File: src/hdl/burst_sram_pkg.sv
// Shared constants and types for the burst SRAM input-capture block
package burst_sram_pkg;
	localparam int ADDR_W = 18;
	localparam int LANES = 4;
	localparam logic [1:0] BURST_RESET = 2'h0;
	localparam logic [LANES-1:0] LANES_NONE = 4'h0;
	localparam logic [LANES-1:0] LANES_ALL = 4'hf;
	localparam logic [ADDR_W-1:0] ADDR_RESET = 18'h00000;

	typedef enum logic [1:0] {
		ST_DESELECTED = 2'b00,
		ST_READ = 2'b01,
		ST_WRITE = 2'b10
	} access_state_t;
endpackage : burst_sram_pkg

File: src/hdl/burst_order_if.sv
// Burst counter hand-off between control and address sequencer
`timescale 1ns/1ps
interface burst_order_if;
	logic [1:0] start_offset;
	logic [1:0] count;
	logic interleaved;
	logic [1:0] offset;

	modport ctrl (output start_offset, output count, output interleaved,
		input offset);
	modport seq (input start_offset, input count, input interleaved,
		output offset);
endinterface : burst_order_if

File: src/hdl/burst_order_seq.sv
// Combines burst start bits with the burst count in linear or interleaved order
`timescale 1ns/1ps
module burst_order_seq (
	burst_order_if.seq bo // Counter in, low address bits out
);
	always_comb begin
		if (bo.interleaved) begin
			bo.offset = bo.start_offset ^ bo.count;
		end else begin
			bo.offset = bo.start_offset + bo.count;
		end
	end
endmodule : burst_order_seq

File: src/hdl/burst_sram_input_ctrl.sv
// Synchronous input capture and burst control for a flow-through burst SRAM
`timescale 1ns/1ps
module burst_sram_input_ctrl (
	input wire logic ref_clk_i, // 50 MHz clock
	input wire logic rst_n_i, // Synchronous reset, active low
	input wire logic [burst_sram_pkg::ADDR_W-1:0] addr_i, // Address bus
	input wire logic processor_address_strobe_n_i, // Active low
	input wire logic controller_address_strobe_n_i, // Active low
	input wire logic burst_advance_n_i, // Active low
	input wire logic primary_chip_select_n_i, // Active low
	input wire logic high_true_chip_select_i, // Active high
	input wire logic third_chip_select_n_i, // Active low
	input wire logic byte_write_gate_n_i, // Active low
	input wire logic [burst_sram_pkg::LANES-1:0] byte_lane_write_select_n_i,
	input wire logic all_bytes_write_n_i, // Active low
	input wire logic sequence_select_i, // High interleaved, low linear
	output logic [burst_sram_pkg::ADDR_W-1:0] mem_addr_o, // Access address
	output logic access_valid_o, // An access this cycle
	output logic access_write_o, // Access is a write
	output logic [burst_sram_pkg::LANES-1:0] lane_write_o, // Lanes written
	output logic selected_o // Device selected
);
	burst_order_if bo ();

	burst_order_seq u_seq (
		.bo(bo.seq)
	);

	// Registered input stage, every input except sequence_select_i sampled on the rising edge
	logic [burst_sram_pkg::ADDR_W-1:0] addr_s_reg;
	logic processor_address_strobe_s_reg, controller_address_strobe_s_reg, adv_s_reg;
	logic ce1_s_reg, ce2_s_reg, ce3_s_reg;
	logic gate_s_reg, all_s_reg;
	logic [burst_sram_pkg::LANES-1:0] sel_s_reg;

	always_ff @(posedge ref_clk_i) begin
		if (!rst_n_i) begin
			addr_s_reg <= burst_sram_pkg::ADDR_RESET;
			processor_address_strobe_s_reg <= 1'b1;
			controller_address_strobe_s_reg <= 1'b1;
			adv_s_reg <= 1'b1;
			ce1_s_reg <= 1'b1;
			ce2_s_reg <= 1'b0;
			ce3_s_reg <= 1'b1;
			gate_s_reg <= 1'b1;
			all_s_reg <= 1'b1;
			sel_s_reg <= burst_sram_pkg::LANES_ALL;
		end else begin
			addr_s_reg <= addr_i;
			processor_address_strobe_s_reg <= processor_address_strobe_n_i;
			controller_address_strobe_s_reg <= controller_address_strobe_n_i;
			adv_s_reg <= burst_advance_n_i;
			ce1_s_reg <= primary_chip_select_n_i;
			ce2_s_reg <= high_true_chip_select_i;
			ce3_s_reg <= third_chip_select_n_i;
			gate_s_reg <= byte_write_gate_n_i;
			all_s_reg <= all_bytes_write_n_i;
			sel_s_reg <= byte_lane_write_select_n_i;
		end
	end

	function automatic logic [burst_sram_pkg::LANES-1:0] lane_mask(
		input logic all_n,
		input logic gate_n,
		input logic [burst_sram_pkg::LANES-1:0] sel_n
	);
		if (!all_n) begin
			lane_mask = burst_sram_pkg::LANES_ALL;
		end else if (!gate_n) begin
			lane_mask = ~sel_n;
		end else begin
			lane_mask = burst_sram_pkg::LANES_NONE;
		end
	endfunction : lane_mask

	burst_sram_pkg::access_state_t state_reg, state_next;
	logic [burst_sram_pkg::ADDR_W-1:0] base_reg, base_next;
	logic [1:0] count_reg, count_next;
	logic interleaved_reg, interleaved_next;
	logic [burst_sram_pkg::ADDR_W-1:0] mem_addr_next;
	logic valid_next, write_next;
	logic [burst_sram_pkg::LANES-1:0] lanes_next;
	logic processor_address_strobe_hit, controller_address_strobe_hit, load, enables_ok;
	logic [burst_sram_pkg::LANES-1:0] mask_now;

	assign bo.start_offset = base_reg[1:0];
	assign bo.count = count_reg;
	assign bo.interleaved = interleaved_reg;

	always_comb begin
		// Chip selects are combined here, gated by a strobe; the primary select also qualifies the processor strobe
		enables_ok = !ce1_s_reg && ce2_s_reg && !ce3_s_reg;
		processor_address_strobe_hit = !processor_address_strobe_s_reg && !ce1_s_reg;
		// Processor strobe pre-empts controller strobe
		// An ignored processor strobe leaves the controller strobe in charge
		controller_address_strobe_hit = !controller_address_strobe_s_reg && !processor_address_strobe_hit;
		load = processor_address_strobe_hit || controller_address_strobe_hit;
		mask_now = lane_mask(all_s_reg, gate_s_reg, sel_s_reg);
		state_next = state_reg;
		base_next = base_reg;
		count_next = count_reg;
		interleaved_next = interleaved_reg;
		valid_next = 1'b0;
		write_next = 1'b0;
		lanes_next = burst_sram_pkg::LANES_NONE;
		mem_addr_next = {base_reg[burst_sram_pkg::ADDR_W-1:2], bo.offset};
		if (load) begin
			if (enables_ok) begin
				base_next = addr_s_reg;
				count_next = burst_sram_pkg::BURST_RESET;
				interleaved_next = sequence_select_i;
				mem_addr_next = addr_s_reg;
				valid_next = 1'b1;
				// Processor-strobe cycles are always reads; write follows
				if (controller_address_strobe_hit && mask_now != burst_sram_pkg::LANES_NONE) begin
					state_next = burst_sram_pkg::ST_WRITE;
					write_next = 1'b1;
					lanes_next = mask_now;
				end else begin
					state_next = burst_sram_pkg::ST_READ;
				end
			end else begin
				state_next = burst_sram_pkg::ST_DESELECTED;
			end
		end else begin
			case (state_reg)
				burst_sram_pkg::ST_DESELECTED: begin
					valid_next = 1'b0;
				end
				default: begin
					// Counter wraps inside the 4-beat block
					if (!adv_s_reg) begin
						count_next = count_reg + 2'h1;
					end
					mem_addr_next = {base_reg[burst_sram_pkg::ADDR_W-1:2],
						count_next ^ (interleaved_reg ? base_reg[1:0] : 2'h0)};
					if (!interleaved_reg) begin
						mem_addr_next[1:0] = base_reg[1:0] + count_next;
					end
					valid_next = 1'b1;
					if (mask_now != burst_sram_pkg::LANES_NONE) begin
						state_next = burst_sram_pkg::ST_WRITE;
						write_next = 1'b1;
						lanes_next = mask_now;
					end else begin
						state_next = burst_sram_pkg::ST_READ;
					end
				end
			endcase
		end
	end

	always_ff @(posedge ref_clk_i) begin
		if (!rst_n_i) begin
			state_reg <= burst_sram_pkg::ST_DESELECTED;
			base_reg <= burst_sram_pkg::ADDR_RESET;
			count_reg <= burst_sram_pkg::BURST_RESET;
			interleaved_reg <= 1'b0;
			mem_addr_o <= burst_sram_pkg::ADDR_RESET;
			access_valid_o <= 1'b0;
			access_write_o <= 1'b0;
			lane_write_o <= burst_sram_pkg::LANES_NONE;
			selected_o <= 1'b0;
		end else begin
			state_reg <= state_next;
			base_reg <= base_next;
			count_reg <= count_next;
			interleaved_reg <= interleaved_next;
			mem_addr_o <= mem_addr_next;
			access_valid_o <= valid_next;
			access_write_o <= write_next;
			lane_write_o <= lanes_next;
			selected_o <= state_next != burst_sram_pkg::ST_DESELECTED;
		end
	end
endmodule : burst_sram_input_ctrl

File: config.mk
export PLATFORM = sky130hd
export DESIGN_NAME = burst_sram_input_ctrl
export DESIGN_NICKNAME = d
export VERILOG_FILES = /design/src/hdl/burst_sram_pkg.sv /design/src/hdl/burst_order_if.sv /design/src/hdl/burst_order_seq.sv /design/src/hdl/burst_sram_input_ctrl.sv
export SDC_FILE = /design/constraint.sdc
export NUM_CORES = 1
export LEC_CHECK = 0
export BUFFER_PORTS_ARGS = -buffer_cell sky130_fd_sc_hd__buf_2
export CAP_MARGIN = 20
export CORE_AREA = 8 8 106 79
export CTS_CLUSTER_SIZE = 16
export DETAILED_ROUTE_END_ITERATION = 8
export DIE_AREA = 0 0 114 87
export PLACE_DENSITY_LB_ADDON = 0.25
export SYNTH_ARGS = -nofsm -noshare
export SYNTH_HDL_FRONTEND = slang
export SYNTH_SLANG_ARGS = --single-unit
File: constraint.sdc
create_clock -name ref_clk_i -period 3.75 [get_ports ref_clk_i]
set_clock_uncertainty 0.2 [all_clocks]
set_input_delay 0.75 -clock ref_clk_i [delete_from_list [all_inputs] [get_ports ref_clk_i]]
set_output_delay 0.75 -clock ref_clk_i [all_outputs]
set_load 0.02 [all_outputs]
==> impl_metrics.toml <==
[clocking]
tritoncts = "done"
postCtsSetupRepairBufs = 0
path_clk_slew_ns = 0.08
numCtsBuffers = 9
holdBufCountCts = 0
ctsLongestPathBuffers = 2
post_cts_resized = 0
cts.sinks = 78
cts-htree-levels = 3
insertion_delay_ns = 0.34
clock-root-buffer = "clkbuf_8"

[yosys]
synth-simple-area-share_pct = 19.2
synth_ff_type = "dfxtp_1"
synth_compound_area_share_pct = 13.8
synth_top_family_by_area = "simple AND/OR/NAND/NOR gates"
synthXorXnorAreaFrac_pct = 1.72
yosysMostFrequentCell = "dfxtp_1"
synthTopCellsByCount = "dfxtp_1, nand2_1, a21oi_1, and2_1, nand2b_1"
ys_async_sr_fraction_pct = 0
yosys-top-cells-area = "dfxtp_1, a21oi_1, nand2_1, and2_1, nand2b_1"
synth_warnings = 0
synthAdderAreaFrac_pct = 0.986
ys_ff_latch = 78
seq_area_frac_synth_pct = 61.5
synth.distinct_cells = 35
synth_mux_area_share_pct = 0.444
syn_avg_cell_area_um2 = 10.0
synth_cells = 253
syn_area_um2 = 2540
synth_top_area_share_pct = 61.5
yosysTopAreaCell = "dfxtp_1"
synth.net_count = 288
synth_edf_count = 0

[floorplan]
die_area_um2 = 9920
die_y_um = 87
ios = 58
coreArea_um2 = 6900
start_util_pct = 36.8
die_w_um = 114
placementRows = 26

[setup_path]
crit_fanout = 20
cp-startpoint = "ce1_s_reg$_SDFF_PN1_"
reg2reg_depth = 4
path_cells = "nor3b_4 > and2_1 > nor3_1 > a211oi_2"
critical_path_class = "flop to flop"
r2r-start = "ce1_s_reg$_SDFF_PN1_"
r2r-end = "mem_addr_o[1]$_SDFF_PN0_"
crit_buf_inv = 0
rrSetupSlack_ns = 1.68
cp.depth = 4
cp.required_ns = 3.81
path_delay_family = "simple AND/OR/NAND/NOR gates"
cp_slowest_cell = "and2_1"
worstSetupEndpointType = "flop"
slowest_delay_ns = 0.71
crit_path_start_kind = "flop"
critPathArrivalTime_ns = 2.13

[timing]
post-route-period-util_pct = 55.1
final_hold_viol_count = 0
fin_tns_setup_ns = 0
report.final.slew_viol_count = 0
max_slew.worst_pin.slew_ns = 0.805
fin_ws_ns = 1.68
fmax_mhz = 484
setup_violations = 0
slew_headroom_pct = 46.4
rsz0062_at_grt = "false"
holdWs_ns = 0.258
fin_crit_ns = 2.07

[global_routing]
grt_max_degree = 41
grt_overflow_total = 0
antenna_found_initial = 0
grt.total_usage_pct = 10.8
first_global_vias = 1802
grt_pass1_wl_um = 8310

[hold_path]
min_path_cells = 2
hold_path_end = "base_reg[1]$_SDFFE_PN0P_"
hp-start = "addr_s_reg[1]$_SDFF_PN0_"
min_path_type = "flop to flop"

[detailed_routing]
wl_um = 5020
drtPass1Iterations = 4
routedWlPerCell_um = 12.2
postRouteAntennaNets = 0
num_vias = 1829
vias_per_cell = 4.43
drc = 0
drt_iter0_markers = 107

[power]
power.density_nw_per_um2 = 476
ir_drop_mv = 0.182
p_leak_nw = 1.33
p_total_mw = 1.48

[placed_design]
pre_cts_slack_ns = 1.47
hpwl_um = 3390
placed_area_um2 = 2900
gp_congestion = 0.786
io_buffer_count = 57
dp.cells = 397

[final_layout]
drive_gt1_share_pct = 25.1
syn_to_final_growth_pct = 22.5
fill_cells = 701
nets = 346
multi_input_area_um2 = 916
final_cell_area_um2 = 3110
utilization_pct = 45.1
regArea_um2 = 1560
n_antenna_cell = 0
fin_cells = 413

[flow_run]
drv_cap = 0

[outcome]
outcome = "completed"
-- layout by cell type, fill, tap and decap left out, drive strengths merged --
cell and count:
ha 2, nand3b 1, and3 4, a21boi 2, nand3 1, o221ai 1, nor2 8, nand2b 11
nor2b 2, a31oi 1, a211oi 1, o41ai 1, nand2 41, o31ai 1, o21ai 9, and2b 1
and2 22, xnor2 5, clkbuf 11, nor3 1, inv 3, dfxtp 78, nor3b 3, o22ai 1
clkinvlp 3, a41o 2, a21oi 37, buf 59, mux2 1, o221a 2
-- worst min-delay path: stages, from the launching register on --
cell and delay [ns]:
dfxtp_1 0.32, nand2_1 0.05, a21boi_1 0.05
-- area by class of cell --
type	count	area share [%]
sequential	78	50.2
multi-input combinational	161	29.4
timing repair buffer	59	10.3
clock buffer	11	4.87
tap	98	3.94
clock inverter	4	1.01
inverter	2	0.241
-- routing by layer --
metal	vias to the layer above	GRT usage [%]	wire length, µm
met3	12	4.85	378
met2	50	16.7	2180
met4	0	6.14	111
met5	-	0	0
li1	958	-	-
met1	809	12.1	2350
-- report_power, final --
group	internal (mW)	switching, mW
Combinational	0.0294	0.0272
Sequential	0.846	0.0105
Clock	0.275	0.292
-- kinds of logic after synthesis --
family          Yosys count
xor+xnor                  5
simple gates             95
compound gates           58
flops                    78
fa+ha+maj                 2
mux                       1
buf+inv                  14
-- worst max path at each step --
stage	to	slack, ns
after floorplan	base_reg[10]$_SDFFE_PN0P_	1.98
after global placement	mem_addr_o[0]$_SDFF_PN0_	1.51
after detailed placement	mem_addr_o[0]$_SDFF_PN0_	1.47
after CTS	mem_addr_o[1]$_SDFF_PN0_	1.64
after global routing	mem_addr_o[7]$_SDFF_PN0_	1.49
final	mem_addr_o[1]$_SDFF_PN0_	1.68
No activity file was read; power rests on OpenSTA's default activity.
